**config.mk**
```make
export PLATFORM = sky130hd
export DESIGN_NAME = serial_boot_loader
export DESIGN_NICKNAME = d
export VERILOG_FILES = /design/src/hw/unused_placeholder_none.sv /design/src/hw/boot_loader_pkg.sv /design/src/hw/serial_boot_loader.sv
export SDC_FILE = /design/constraint.sdc
export NUM_CORES = 1
export LEC_CHECK = 0
export BUFFER_PORTS_ARGS = -buffer_cell sky130_fd_sc_hd__buf_2
export CAP_MARGIN = 25
export CORE_AREA = 5 5 180 182
export DETAILED_ROUTE_END_ITERATION = 8
export DIE_AREA = 0 0 185 187
export HOLD_SLACK_MARGIN = 0.02
export PLACE_DENSITY = 0.66
export SLEW_MARGIN = 20
export SYNTH_ARGS = -nofsm -noshare
export SYNTH_HDL_FRONTEND = slang
export SYNTH_SLANG_ARGS = --single-unit
```
**constraint.sdc**
```tcl
create_clock -name sys_clk -period 6.25 [get_ports sys_clk]
set_input_delay 0.3125 -clock sys_clk [delete_from_list [all_inputs] [get_ports sys_clk]]
set_output_delay 0.3125 -clock sys_clk [all_outputs]
set_load 0.1 [all_outputs]
```
**src/hw/unused_placeholder_none.sv**
```systemverilog
// intentionally empty design file
`default_nettype none
`default_nettype wire

```
**src/hw/boot_loader_pkg.sv**
```systemverilog
// constants and types for the serial boot loader sequencer
`default_nettype none
package boot_loader_pkg;
	localparam int unsigned CLK_HZ          = 25_000_000;
	localparam int unsigned INIT_TIME_US    = 1000;
	localparam int unsigned INIT_CYCLES_DEF = (CLK_HZ / 1_000_000) * INIT_TIME_US;
	localparam int unsigned UART_BYTES      = 32;
	localparam int unsigned CAN_BYTES       = 128;
	localparam logic [23:0] BOOT_RAM_BASE   = 24'h00fa40;
	localparam logic [23:0] RESET_VECTOR    = 24'h000000;
	localparam logic [23:0] FLASH_AREA_LO   = 24'h000000;
	localparam logic [23:0] FLASH_AREA_HI   = 24'h08ffff;
	localparam logic [1:0]  TIMER_PRESCALE  = 2'h3;      // timer ticks every 4 clocks
	localparam logic [15:0] RELOAD_OFFSET   = 16'h0024;  // 36
	localparam logic [15:0] RELOAD_DIVISOR  = 16'h0048;  // 72
	localparam int unsigned BIT_SHIFT       = 5;         // bit time = 32 * (reload + 1)
	localparam logic [3:0]  FRAME_BITS      = 4'h9;      // start, 8 data, stop: index 0..9
	typedef enum logic [2:0] {
		S_INIT, S_WAIT_START, S_MEASURE, S_ACK, S_LOAD, S_JUMP, S_RUN, S_NORMAL
	} loader_state_e;
endpackage : boot_loader_pkg
`default_nettype wire

```
**src/hw/serial_boot_loader.sv**
```systemverilog
// serial boot loader mode sequencer: entry, baud measure, ack, code load, jump, exit
// Summary of operation
// - boot select low at hardware reset release enters loader mode, any bus mode.
// - in loader mode code fetches of flash area go to boot flash, data to user flash.
// - load exactly 32 bytes over UART or 128 bytes over CAN.
// - store bytes ascending in dual-port RAM starting at 00'FA40h.
// - after last byte branch to 00'FA40h, staying in loader mode.
// - watchdog disabled and user flash restricted while loader mode lasts.
// - leave loader mode on software reset, or hardware reset with select high.
// - after exit start at address zero, user flash or external per access pin.
// - bidirectional soft reset with external boot may become hardware reset, select re-read.
// - device watches receive line for zero byte: start, eight zeros, stop.
// - derive baud factor from zero byte length, program channel, enable transmit.
// - send one acknowledge byte at the derived baud rate.
// - 16-bit measure timer; reload equals timer minus 36, divided by 72.
`default_nettype none
module serial_boot_loader
	import boot_loader_pkg::*;
#(
	parameter int unsigned INIT_CYCLES = INIT_CYCLES_DEF,
	parameter logic [7:0]  ACK_BYTE    = 8'h5a  // arbitrary device acknowledge value
) (
	input  wire logic        sys_clk,              // cpu clock
	input  wire logic        resetn,               // hardware reset, async, low
	input  wire logic        softReset,            // software reset event pulse
	input  wire logic        softResetBidir,       // soft reset drives reset pin
	input  wire logic        bootSelectPin,        // low selects loader mode
	input  wire logic        externalAccessPin,    // low selects external memory
	input  wire logic        canBoot,              // link chosen is CAN
	input  wire logic        uart0ReceivePin,      // uart receive line
	output logic             uart0TransmitOut,     // uart transmit level
	output logic             uart0TransmitOe,      // uart transmit drive enable
	input  wire logic        canByteValid,         // decoded CAN payload byte
	input  wire logic [7:0]  canByte,              // CAN payload data
	output logic             canByteReady,         // CAN byte accepted
	output logic             ramWrValid,           // RAM write request
	input  wire logic        ramWrReady,           // RAM write taken
	output logic [23:0]      ramWrAddr,            // RAM write address
	output logic [7:0]       ramWrData,            // RAM write data
	input  wire logic [23:0] fetchAddr,            // access address
	input  wire logic        fetchIsCode,          // access is instruction fetch
	output logic             fetchFromBootFlash,   // route to boot flash
	output logic             fetchFromUserFlash,   // route to user flash
	output logic             bootMode,             // loader mode active
	output logic             watchdogDisable,      // watchdog held off
	output logic             userFlashRestricted,  // user flash access limited
	output logic             jumpReq,              // branch request pulse
	output logic [23:0]      jumpAddr,             // branch target
	output logic             startFromUserFlash,   // after exit boot from user flash
	output logic [15:0]      baudReload,           // programmed baud reload
	output logic             measureOverflow       // zero byte too long, sticky
);
	loader_state_e state_q;
	logic        sampleReset_q, bootMode_q, userStart_q, rxPrev_q, ovf_q;
	logic [1:0]  pre_q;
	logic [15:0] timer_q, reload_q;
	logic [23:0] initCnt_q;
	logic [21:0] txCnt_q, rxCnt_q;
	logic [3:0]  txBit_q, rxBit_q;
	logic [9:0]  txShift_q;
	logic        txOe_q, rxActive_q, rxFull_q;
	logic [7:0]  rxShift_q;
	logic [7:0]  pushCnt_q, popCnt_q;
	logic [31:0] buf0_q, buf1_q;
	logic [1:0]  bufCnt_q;

	// decode of the current state and pin events
	wire         inFlashArea = (fetchAddr >= FLASH_AREA_LO) && (fetchAddr <= FLASH_AREA_HI);
	wire         rxFall      = rxPrev_q && !uart0ReceivePin;
	wire         rxRise      = !rxPrev_q && uart0ReceivePin;
	wire         degenerate  = softReset && softResetBidir && !externalAccessPin;
	wire [7:0]   totalBytes  = canBoot ? 8'(CAN_BYTES) : 8'(UART_BYTES);
	wire [21:0]  bitCycles   = 22'({6'h00, reload_q} + 22'h1) << BIT_SHIFT;
	wire [15:0]  reloadCalc  = (timer_q < RELOAD_OFFSET) ? 16'h0000
	                         : (timer_q - RELOAD_OFFSET) / RELOAD_DIVISOR;
	wire         inLoad      = (state_q == S_LOAD) && (pushCnt_q < totalBytes);
	wire         bufReady    = (bufCnt_q != 2'h2);
	wire         pushValid   = inLoad && (canBoot ? canByteValid : rxFull_q);
	wire         push        = pushValid && bufReady;
	wire         pop         = ramWrValid && ramWrReady;
	wire [23:0]  pushAddr    = BOOT_RAM_BASE + {16'h0000, pushCnt_q};
	wire [7:0]   pushData    = canBoot ? canByte : rxShift_q;
	wire         rxSample    = rxActive_q && (rxCnt_q == 22'h0);

	// routing and mode outputs
	assign fetchFromBootFlash  = bootMode_q && fetchIsCode && inFlashArea;
	assign fetchFromUserFlash  = inFlashArea && !fetchFromBootFlash;
	assign bootMode            = bootMode_q;
	assign watchdogDisable     = bootMode_q;
	assign userFlashRestricted = bootMode_q;
	assign jumpReq             = (state_q == S_JUMP);
	assign jumpAddr            = (state_q == S_NORMAL) ? RESET_VECTOR : BOOT_RAM_BASE;
	assign startFromUserFlash  = userStart_q;
	assign baudReload          = reload_q;
	assign measureOverflow     = ovf_q;
	assign uart0TransmitOut    = txShift_q[0];
	assign uart0TransmitOe     = txOe_q;
	assign canByteReady        = inLoad && canBoot && bufReady;
	assign ramWrValid          = (bufCnt_q != 2'h0);
	assign ramWrAddr           = buf0_q[31:8];
	assign ramWrData           = buf0_q[7:0];

	// mode entry, exit and sequence
	always_ff @(posedge sys_clk or negedge resetn) begin
		if (!resetn) begin
			sampleReset_q <= 1'b1;
			bootMode_q    <= 1'b0;
			userStart_q   <= 1'b0;
			state_q       <= S_NORMAL;
			initCnt_q     <= 24'h0;
		end else if (sampleReset_q || degenerate) begin
			sampleReset_q <= 1'b0;
			bootMode_q    <= !bootSelectPin;
			userStart_q   <= externalAccessPin;
			state_q       <= bootSelectPin ? S_NORMAL : S_INIT;
			initCnt_q     <= 24'h0;
		end else if (softReset) begin
			bootMode_q    <= 1'b0;
			userStart_q   <= externalAccessPin;
			state_q       <= S_NORMAL;
		end else begin
			unique case (state_q)
				S_INIT: begin
					initCnt_q <= initCnt_q + 24'h1;
					if (initCnt_q >= 24'(INIT_CYCLES - 1))
						state_q <= canBoot ? S_LOAD : S_WAIT_START;
				end
				S_WAIT_START: if (rxFall) state_q <= S_MEASURE;
				S_MEASURE: begin
					if (rxRise) state_q <= S_ACK;
					else if (timer_q == 16'hffff && pre_q == TIMER_PRESCALE)
						state_q <= S_WAIT_START;
				end
				S_ACK: if (txBit_q == FRAME_BITS && txCnt_q == 22'h0) state_q <= S_LOAD;
				S_LOAD: if (popCnt_q == totalBytes) state_q <= S_JUMP;
				S_JUMP: state_q <= S_RUN;
				S_RUN: state_q <= S_RUN;
				S_NORMAL: state_q <= S_NORMAL;
			endcase
		end
	end

	// zero byte measurement with prescaled 16-bit timer
	always_ff @(posedge sys_clk or negedge resetn) begin
		if (!resetn) begin
			rxPrev_q <= 1'b1;
			pre_q    <= 2'h0;
			timer_q  <= 16'h0;
			reload_q <= 16'h0;
			ovf_q    <= 1'b0;
		end else begin
			rxPrev_q <= uart0ReceivePin;
			if (state_q == S_WAIT_START) begin
				pre_q   <= 2'h0;
				timer_q <= 16'h0;
			end else if (state_q == S_MEASURE) begin
				pre_q <= pre_q + 2'h1;
				if (rxRise)
					reload_q <= reloadCalc;
				else if (pre_q == TIMER_PRESCALE) begin
					timer_q <= timer_q + 16'h1;
					if (timer_q == 16'hffff) ovf_q <= 1'b1;
				end
			end
		end
	end

	// acknowledge transmitter at derived rate
	always_ff @(posedge sys_clk or negedge resetn) begin
		if (!resetn) begin
			txOe_q    <= 1'b0;
			txShift_q <= 10'h3ff;
			txCnt_q   <= 22'h0;
			txBit_q   <= 4'h0;
		end else if (state_q == S_MEASURE && rxRise) begin
			txOe_q    <= 1'b1;
			txShift_q <= {1'b1, ACK_BYTE, 1'b0};
			txCnt_q   <= 22'h0;
			txBit_q   <= 4'h0;
		end else if (state_q == S_ACK) begin
			if (txCnt_q == 22'h0)
				txCnt_q <= bitCycles - 22'h1;
			else
				txCnt_q <= txCnt_q - 22'h1;
			if (txCnt_q == 22'h1) begin
				txShift_q <= {1'b1, txShift_q[9:1]};
				txBit_q   <= txBit_q + 4'h1;
			end
		end else if (state_q == S_NORMAL) begin
			txOe_q <= 1'b0;
		end
	end

	// uart byte receiver, holds a byte until buffered
	always_ff @(posedge sys_clk or negedge resetn) begin
		if (!resetn) begin
			rxActive_q <= 1'b0;
			rxFull_q   <= 1'b0;
			rxCnt_q    <= 22'h0;
			rxBit_q    <= 4'h0;
			rxShift_q  <= 8'h0;
		end else begin
			if (push && !canBoot) rxFull_q <= 1'b0;
			if (!rxActive_q && !rxFull_q && rxFall && inLoad && !canBoot) begin
				rxActive_q <= 1'b1;
				rxCnt_q    <= bitCycles >> 1;
				rxBit_q    <= 4'h0;
			end else if (rxActive_q) begin
				rxCnt_q <= (rxCnt_q == 22'h0) ? bitCycles - 22'h1 : rxCnt_q - 22'h1;
				if (rxSample) begin
					rxBit_q <= rxBit_q + 4'h1;
					if (rxBit_q != 4'h0 && rxBit_q != FRAME_BITS)
						rxShift_q <= {uart0ReceivePin, rxShift_q[7:1]};
					if (rxBit_q == FRAME_BITS) begin
						rxActive_q <= 1'b0;
						rxFull_q   <= 1'b1;
					end
				end
			end
		end
	end

	// two-entry buffer toward RAM with ascending address
	always_ff @(posedge sys_clk or negedge resetn) begin
		if (!resetn) begin
			buf0_q   <= 32'h0;
			buf1_q   <= 32'h0;
			bufCnt_q <= 2'h0;
			pushCnt_q <= 8'h0;
			popCnt_q  <= 8'h0;
		end else if (state_q == S_INIT || state_q == S_NORMAL) begin
			bufCnt_q  <= 2'h0;
			pushCnt_q <= 8'h0;
			popCnt_q  <= 8'h0;
		end else begin
			if (push) pushCnt_q <= pushCnt_q + 8'h1;
			if (pop) popCnt_q <= popCnt_q + 8'h1;
			bufCnt_q <= bufCnt_q + {1'b0, push} - {1'b0, pop};
			if (pop) buf0_q <= (bufCnt_q == 2'h2) ? buf1_q : {pushAddr, pushData};
			else if (push && bufCnt_q == 2'h0) buf0_q <= {pushAddr, pushData};
			if (push && (bufCnt_q == 2'h2 || (bufCnt_q == 2'h1 && !pop)))
				buf1_q <= {pushAddr, pushData};
		end
	end

	// checks
	a_mode_entry: assert property (@(posedge sys_clk) disable iff (!resetn)
		sampleReset_q |=> bootMode == !$past(bootSelectPin)) else $error("entry wrong");
	a_code_redirect: assert property (@(posedge sys_clk) disable iff (!resetn)
		bootMode && fetchIsCode && fetchAddr <= FLASH_AREA_HI |-> fetchFromBootFlash
		&& !fetchFromUserFlash) else $error("code fetch not redirected");
	a_data_user: assert property (@(posedge sys_clk) disable iff (!resetn)
		!fetchIsCode && fetchAddr <= FLASH_AREA_HI |-> fetchFromUserFlash
		&& !fetchFromBootFlash) else $error("data route");
	a_byte_count: assert property (@(posedge sys_clk) disable iff (!resetn)
		jumpReq |-> popCnt_q == totalBytes) else $error("byte count");
	a_ram_range: assert property (@(posedge sys_clk) disable iff (!resetn)
		ramWrValid |-> ramWrAddr == BOOT_RAM_BASE + {16'h0000, popCnt_q}) else $error("ram addr");
	a_jump_stay: assert property (@(posedge sys_clk) disable iff (!resetn)
		jumpReq && !softReset |-> jumpAddr == BOOT_RAM_BASE ##1 bootMode && !jumpReq)
		else $error("jump");
	a_watchdog_off: assert property (@(posedge sys_clk) disable iff (!resetn)
		watchdogDisable == (state_q != S_NORMAL)
		&& userFlashRestricted == (state_q != S_NORMAL)) else $error("wdt");
	a_soft_exit: assert property (@(posedge sys_clk) disable iff (!resetn)
		softReset && !degenerate && !sampleReset_q |=> !bootMode && jumpAddr == RESET_VECTOR)
		else $error("soft exit");
	a_degen_reread: assert property (@(posedge sys_clk) disable iff (!resetn)
		degenerate |=> bootMode == !$past(bootSelectPin)) else $error("degenerate");
	a_reload_calc: assert property (@(posedge sys_clk) disable iff (!resetn)
		state_q == S_MEASURE && rxRise && timer_q >= 16'h0024
		|=> baudReload == ($past(timer_q) - 16'h0024) / 16'h0048) else $error("reload");
	a_tx_enable: assert property (@(posedge sys_clk) disable iff (!resetn)
		$rose(uart0TransmitOe) |-> state_q == S_ACK && !uart0TransmitOut) else $error("tx en");
endmodule : serial_boot_loader
`default_nettype wire

```
==> out/qor.yml, run 1 <==
run_status:
  status: "completed"
setup_path:
  r2r_setup_slack_ns: 0.29
  max_stage_delay_ns: 0.61
  arrival_ns: 6.28
  critPathSlowestCell: "or4_4"
  worst_ep_required_time_ns: 6.57
  r2r_cells: 22
  r2r-start: "timer_q[8]"
  criticalPathCategory: "reg2reg"
  cp_max_fo: 11
  start_kind: "register"
  crit_buf_inv: 2
  crit_chain: "or4_4 -> a2111oi_4 -> xnor2_2 -> buf_4 -> and3_1 -> a2111o_1 -> a21oi_4 -> mux2i_1 -> buf_4 -> o31a_1 -> o211ai_2 -> or3_4 -> nand3_2 -> o21ai_0 -> nor3_1 -> o21ai_1 -> maj3_1 -> xnor2_2 -> nor2b_1 -> o311ai_0 -> and3_1 -> o22ai_2"
  critical-path-top-delay-family: "compound AO/OA/AOI/OAI gates"
  worst_setup_path_end_kind: "register"
  r2r_end: "baudReload[0]"
min_path:
  min_to: "startFromUserFlash"
  hold_path_depth: 2
  hold_class: "in2reg"
  min-delay-start: "externalAccessPin"
layout:
  regArea_mm2: 0.00467
  most-common-layout-cells: "dfrtp_1, nor2_1, nand2_1, o21ai_0, buf_2"
  final_common_cell: "dfrtp_1"
  fin_nets: 1544
  fillers: 2943
  final_util: 0.445
  drive_gt1_frac: 0.155
  area_delta_synth_final_pct: 12.7
  multi_input_area_mm2: 0.00687
  antenna_cells: 0
power:
  power.internal_uw: 2490
  p_switching_uw: 2230
  vdd_ir_drop_max_mv: 0.259
  combPwrFrac: 0.398
  power.density_mw_per_mm2: 348
  switching_share: 0.473
  power.leakage_uw: 0.00608
  p_seq_frac: 0.359
  clkPwrFrac: 0.243
timing:
  fin_worst_skew_ns: 0.0114
  fmaxAchievable_ghz: 0.168
  setup_violations: 0
  fin_crit_sh: 0.954
  slew_violations: 0
  whs_ns: 0.127
  worst_pin_slew_ns: 0.897
  fin_ws_ns: 0.290
  hold_viol_final: 0
  slew_headroom: 0.402
  min_period_ns: 5.96
flow_run:
  cap_viol_max_count: 0
floorplan:
  fp.dieArea_mm2: 0.0346
  io_pins: 127
  rows: 64
  die_w_um: 185
  die_y_um: 187
  initial_core_util: 0.395
  core_area_mm2: 0.0304
global_route:
  grt_pass1_wl_um: 47700
  grt.total_usage: 0.162
  antenna_found_initial: 1
  grt_overflow: 0
  grt_pass1_vias: 9715
  grt_max_degree: 116
synthesis:
  synthFlopType: "dfrtp_1"
  synth.distinct_cells: 89
  syn_area_per_cell_um2: 8.52
  synthArstFlopShare: 1.00
  ys_warn_count: 0
  synth-edff-count: 0
  seq_area_frac_synth: 0.389
  synthCells: 1410
  syn_area_mm2: 0.0120
  ys_ff_latch: 186
drt:
  via_per_inst: 5.45
  met1_length_um: 12800
  antenna_left: 0
  maxUsedRoutingLayer: "met5"
  drc: 0
  wl_met3_um: 1160
  drtPass1Iterations: 5
  wire_per_inst_um: 15.0
  wl_met2_um: 13700
  dr.first_iter.drc_count: 688
  finalWirelength_um: 28200
  routed-via-count: 10286
clock_tree:
  cts_made_buffers: 17
  insertion_delay_ns: 0.44
  cts-htree-levels: 4
  cts.reportedPaths.clkPinSlew_ns: 0.08
  cts_sinks: 186
  cts_tree: "yes"
  clk_path_buf_depth: 2
  cts-root-buf: "clkbuf_16"
place:
  io_buffers: 78
  hpwlAfterDp_um: 20200
  gp_congestion: 0.855
  place_ws_ns: 0.187
-- sequential cells by signal, summed over array words and instances, names as in the netlist, 3 cells and up --
| register | count |
|---|---|
| rxBit_q | 4 |
| timer_q | 16 |
| popCnt_q | 8 |
| buf0_q | 18 |
| rxCnt_q | 22 |
| txBit_q | 4 |
| buf1_q | 18 |
| baudReload | 10 |
| state_q | 3 |
| pushCnt_q | 8 |
| initCnt_q | 24 |
| rxShift_q | 8 |
| txCnt_q | 22 |
| txShift_q | 9 |
-- cells in the mapped netlist, types with 4 or more instances --
cell	instances	area share
a211oi_1	6	0.0037
a21o_1	6	0.0037
a21oi_1	70	0.029
a22o_1	10	0.0073
a22oi_1	6	0.0037
a31oi_1	24	0.012
and2_1	8	0.0042
and3_1	20	0.010
and4_1	5	0.0036
buf_4	45	0.028
clkbuf_1	51	0.016
dfrtp_1	172	0.36
dfstp_2	14	0.031
ha_1	24	0.025
inv_1	33	0.010
mux2_2	19	0.018
mux2i_1	24	0.020
nand2_1	166	0.052
nand2b_1	18	0.0094
nand3_1	52	0.022
nand4_1	20	0.010
nor2_1	171	0.053
nor2b_1	6	0.0031
nor3_1	32	0.013
nor3b_1	4	0.0025
nor4_1	20	0.010
o211ai_1	8	0.0050
o21ai_0	121	0.050
o21ai_1	7	0.0029
o21bai_1	6	0.0037
o221ai_1	6	0.0044
o22ai_1	4	0.0021
o31a_1	4	0.0029
o31ai_1	12	0.0075
or2_2	10	0.0052
or3_1	19	0.0099
or4_1	9	0.0056
xnor2_1	48	0.035
xor2_1	53	0.039
-- how the worst max path moves through the flow --
stage / from / to / slack, ns / cells after the start
2_1_floorplan: timer_q[2] / baudReload[0] / 0.46 / 24
3_3_place_gp: timer_q[8] / baudReload[0] / 0.35 / 22
3_5_place_dp: timer_q[3] / baudReload[0] / 0.19 / 24
4_1_cts: timer_q[3] / baudReload[0] / 0.15 / 24
5_1_grt: timer_q[8] / baudReload[0] / -0.03 / 22
6_report: timer_q[8] / baudReload[0] / 0.29 / 22
-- stage by stage --
step / TNS [ns] / instances / area, µm² / total power [µW]
2_1_floorplan: 0 / 1442 / 12100 / 3220
3_3_place_gp: 0 / 1843 / 12700 / 3530
3_5_place_dp: 0 / 1844 / 12700 / 3580
4_1_cts: 0 / 1877 / 13400 / 4740
5_1_grt: -0.0469 / 1886 / 13500 / 5000
6_report: 0 / 1886 / 13500 / 4710
-- per-layer routing --
metal	vias up	track usage
li1	5087	-
met1	4960	0.217
met2	200	0.268
met3	37	0.0241
met4	2	0.0531
met5	-	0
-- final cells by class --
| cell class | instances | area share |
|---|---|---|
| clock inverters | 15 | 0.0157 |
| inverters | 33 | 0.00915 |
| multi-input cells | 1120 | 0.507 |
| well taps | 396 | 0.0366 |
| flip-flops and latches | 186 | 0.345 |
| repair buffers | 119 | 0.0549 |
| clock buffers | 17 | 0.0314 |
-- logic make-up after synthesis --
logic type	synth area share
AO/OA/AOI/OAI	0.187
other	0.000312
multiplexers	0.0391
flip-flops	0.389
adder cells (fa/ha/maj)	0.0258
AND/OR/NAND/NOR	0.226
XOR/XNOR	0.0750
buffers and inverters	0.0580
-- timing repair --
action | 4_1_cts | 5_1_grt
setup buffers | 0 | 6
endpoints found under the hold margin | 1 | 35
setup endpoints to repair | 0 | 2
gates resized for setup | 0 | 12
hold buffers | 1 | 1
-- power by group through the flow --
stage               Clock (µW)  Combinational [µW]  Sequential [µW]
finish                    1140                1880             1690
global route              1210                2050             1730
CTS                       1170                1880             1690
detailed placement           0                1870             1710
global placement             0                1830             1700
floorplan                    0                1230             1990
Note: power is estimated with default switching activity, not from simulation.
==> inputs of run 2 (changes only) <==
Settings changed: PLACE_DENSITY 0.66 to 0.64.
Clock period 6.25 ns to 7.25 ns, I/O delays scaled along.
==> run 2 against run 1 <==
Net effect: power is 14% lower; combinational power shrank 15%; design area decreased by 2.1%; critical endpoint unchanged; hold slack worse by 0.043 ns; critical path depth unchanged.
==> out/qor.yml, run 2 (synthesis results as in run 1) <==
timing:
  fin_worst_skew_ns: 0.0222  # was 0.0114 ns
  fin_crit_sh: 0.907  # was 0.954
  setup_violations: 0  # unchanged
  slew_headroom: 0.386  # was 0.402
  fmaxAchievable_ghz: 0.152  # was 0.168 GHz
  whs_ns: 0.0839  # was 0.127 ns
  rsz0062_at_grt: "no"
  worst_pin_slew_ns: 0.913  # was 0.897 ns
  min_period_ns: 6.57  # was 5.96 ns
  hold_viol_final: 0  # unchanged
  fin_tns_setup_ns: 0  # unchanged
  slew_violations: 0  # unchanged
setup_path:
  criticalPathCategory: "reg2reg"  # unchanged
  crit_chain: "inv_1 -> ha_1 -> nand2b_1 -> a21boi_0 -> o221ai_1 -> a221oi_2 -> a2111o_1 -> nand2_1 -> o311ai_1 -> a21oi_2 -> o21ai_0 -> a21oi_1 -> a31oi_4 -> o21ai_1 -> a22oi_1 -> o22ai_1 -> o311a_1 -> o22ai_4 -> xnor2_1 -> and3_4 -> mux2_4 -> o22ai_2"  # was or4_4 -> a2111oi_4 -> xnor2_2 -> buf_4 -> and3_1 -> a2111o_1 -> a21oi_4 -> mux2i_1 -> buf_4 -> o31a_1 -> o211ai_2 -> or3_4 -> nand3_2 -> o21ai_0 -> nor3_1 -> o21ai_1 -> maj3_1 -> xnor2_2 -> nor2b_1 -> o311ai_0 -> and3_1 -> o22ai_2
  r2r_end: "baudReload[0]"  # unchanged
  crit_end: "baudReload[0]"  # unchanged
  critical-path-top-delay-family: "compound AO/OA/AOI/OAI gates"  # unchanged
  crit_buf_inv: 1  # was 2
  crit_start: "timer_q[3]"  # was timer_q[8]
  critPathSlowestCell: "o311ai_1"  # was or4_4
  cp_max_fo: 9  # was 11
  max_stage_delay_ns: 0.66  # was 0.61 ns
  cp.depth: 22  # unchanged
  r2r_setup_slack_ns: 0.68  # was 0.29 ns
  worst_setup_path_end_kind: "register"  # unchanged
  r2r-start: "timer_q[3]"  # was timer_q[8]
  worst_ep_required_time_ns: 7.61  # was 6.57 ns
  arrival_ns: 6.93  # was 6.28 ns
  r2r_cells: 22  # unchanged
  start_kind: "register"  # unchanged
layout:
  antenna_cells: 0  # unchanged
  top_regs: "initCnt_q: 24 flops, rxCnt_q: 22 flops, txCnt_q: 22 flops"  # unchanged
  final_common_cell: "dfrtp_1"  # unchanged
  most-common-layout-cells: "dfrtp_1, nor2_1, nand2_1, o21ai_0, buf_2"  # unchanged
  final_util: 0.435  # was 0.445
  top_register: "initCnt_q"  # unchanged
  area_delta_synth_final_pct: 10.3  # was 12.7%
  fin_nets: 1517  # was 1544
  largest_reg_flops: 24  # unchanged
  drive_gt1_frac: 0.136  # was 0.155
clock_tree:
  cts-htree-levels: 4  # unchanged
  cts_made_buffers: 17  # unchanged
  cts-root-buf: "clkbuf_16"  # unchanged
  cts.reportedPaths.clkPinSlew_ns: 0.08  # about the same
  cts_sinks: 186  # unchanged
  insertion_delay_ns: 0.45  # was 0.44 ns
  clk_path_buf_depth: 2  # unchanged
  cts_tree: "yes"  # unchanged
  cts_resized: 0  # unchanged
global_route:
  grt_pass1_vias: 9764  # was 9715
  grt_pass1_wl_um: 47600  # was 47700 µm
  grt_max_degree: 74  # was 116
  grt.total_usage: 0.161  # was 0.162
  grt_overflow: 0  # unchanged
  antenna_found_initial: 1  # unchanged
floorplan:
  die_w_um: 185  # unchanged
  initial_core_util: 0.395  # unchanged
  core_area_mm2: 0.0304  # unchanged
  fp.dieArea_mm2: 0.0346  # unchanged
  io_pins: 127  # unchanged
  die_y_um: 187  # unchanged
  rows: 64  # unchanged
place:
  io_buffers: 78  # unchanged
  gp_congestion: 0.849  # was 0.855
  hpwlAfterDp_um: 20100  # was 20200 µm
drt:
  met1_length_um: 12800  # about the same
  drc: 0  # unchanged
  wl_met2_um: 13700  # about the same
  finalWirelength_um: 28100  # was 28200 µm
  wl_met3_um: 1260  # was 1160 µm
  routed-via-count: 10280  # was 10286
  maxUsedRoutingLayer: "met5"  # unchanged
  dr.first_iter.drc_count: 703  # was 688
  antenna_left: 0  # unchanged
  via_per_inst: 5.53  # was 5.45
  drtPass1Iterations: 5  # unchanged
  wire_per_inst_um: 15.1  # was 15.0 µm
power:
  power.leakage_uw: 0.00591  # was 0.00608 µW
  vdd_ir_drop_max_mv: 0.241  # was 0.259 mV
  finalPower_uw: 4060  # was 4710 µW
  power.density_mw_per_mm2: 307  # was 348 mW/mm²
min_path:
  hold_class: "in2reg"  # unchanged
  hold_path_depth: 1  # was 2
flow_run:
  cap_viol_max_count: 0  # unchanged
run_status:
  status: "completed"  # unchanged
## run 2: cell count changes in the layout (fill, tap and decap cells not counted), moves of 2 or more
| cell | previous run | this run |
|---|---|---|
| a21oi_4 | 3 | 1 |
| buf_4 | 36 | 12 |
| inv_6 | 0 | 2 |
| a21oi_2 | 0 | 2 |
## run 2: power by group
part           total (µW)  switching [µW]  leakage, µW  internal (µW)
registers            1460             207      0.00247           1250
clock network         999             511     0.000311            488
logic                1600            1200      0.00313            398
## run 2: how the worst min path moves through the flow
| stage | end | startpoint |
|---|---|---|
| after floorplan | baudReload[0] | resetn |
| after global placement | rxCnt_q[4] | resetn |
| after detailed placement | rxCnt_q[5] | resetn |
| after CTS | rxPrev_q | uart0ReceivePin |
| after global routing | rxPrev_q | uart0ReceivePin |
| final | rxPrev_q | uart0ReceivePin |
## run 2: layout make-up
type / instances / area, µm²
fill: 3008 / 17200
multi-input combinational: 1120 / 6790
sequential: 186 / 4670
timing repair buffer: 92 / 514
tap: 396 / 495
clock buffer: 17 / 425
clock inverter: 15 / 223
inverter: 33 / 124
## run 2: timing repair
item | in CTS | in global routing
endpoints found under the hold margin | 63 | 0
hold buffers | 1 | 0
buffers inserted | 0 | 0
## run 2: metrics by stage
stage	cells	instance area, µm²	setup WS, ns
after floorplan	1442	12100	1.46
after global placement	1824	12600	0.801
after detailed placement	1824	12600	0.627
after CTS	1857	13200	0.565
after global routing	1859	13200	0.0618
final	1859	13200	0.678
## run 2: per-layer routing
metal,vias up,track usage
li1,5029,-
met1,5029,0.217
met2,191,0.271
met3,29,0.0284
met4,2,0.0381
met5,-,0
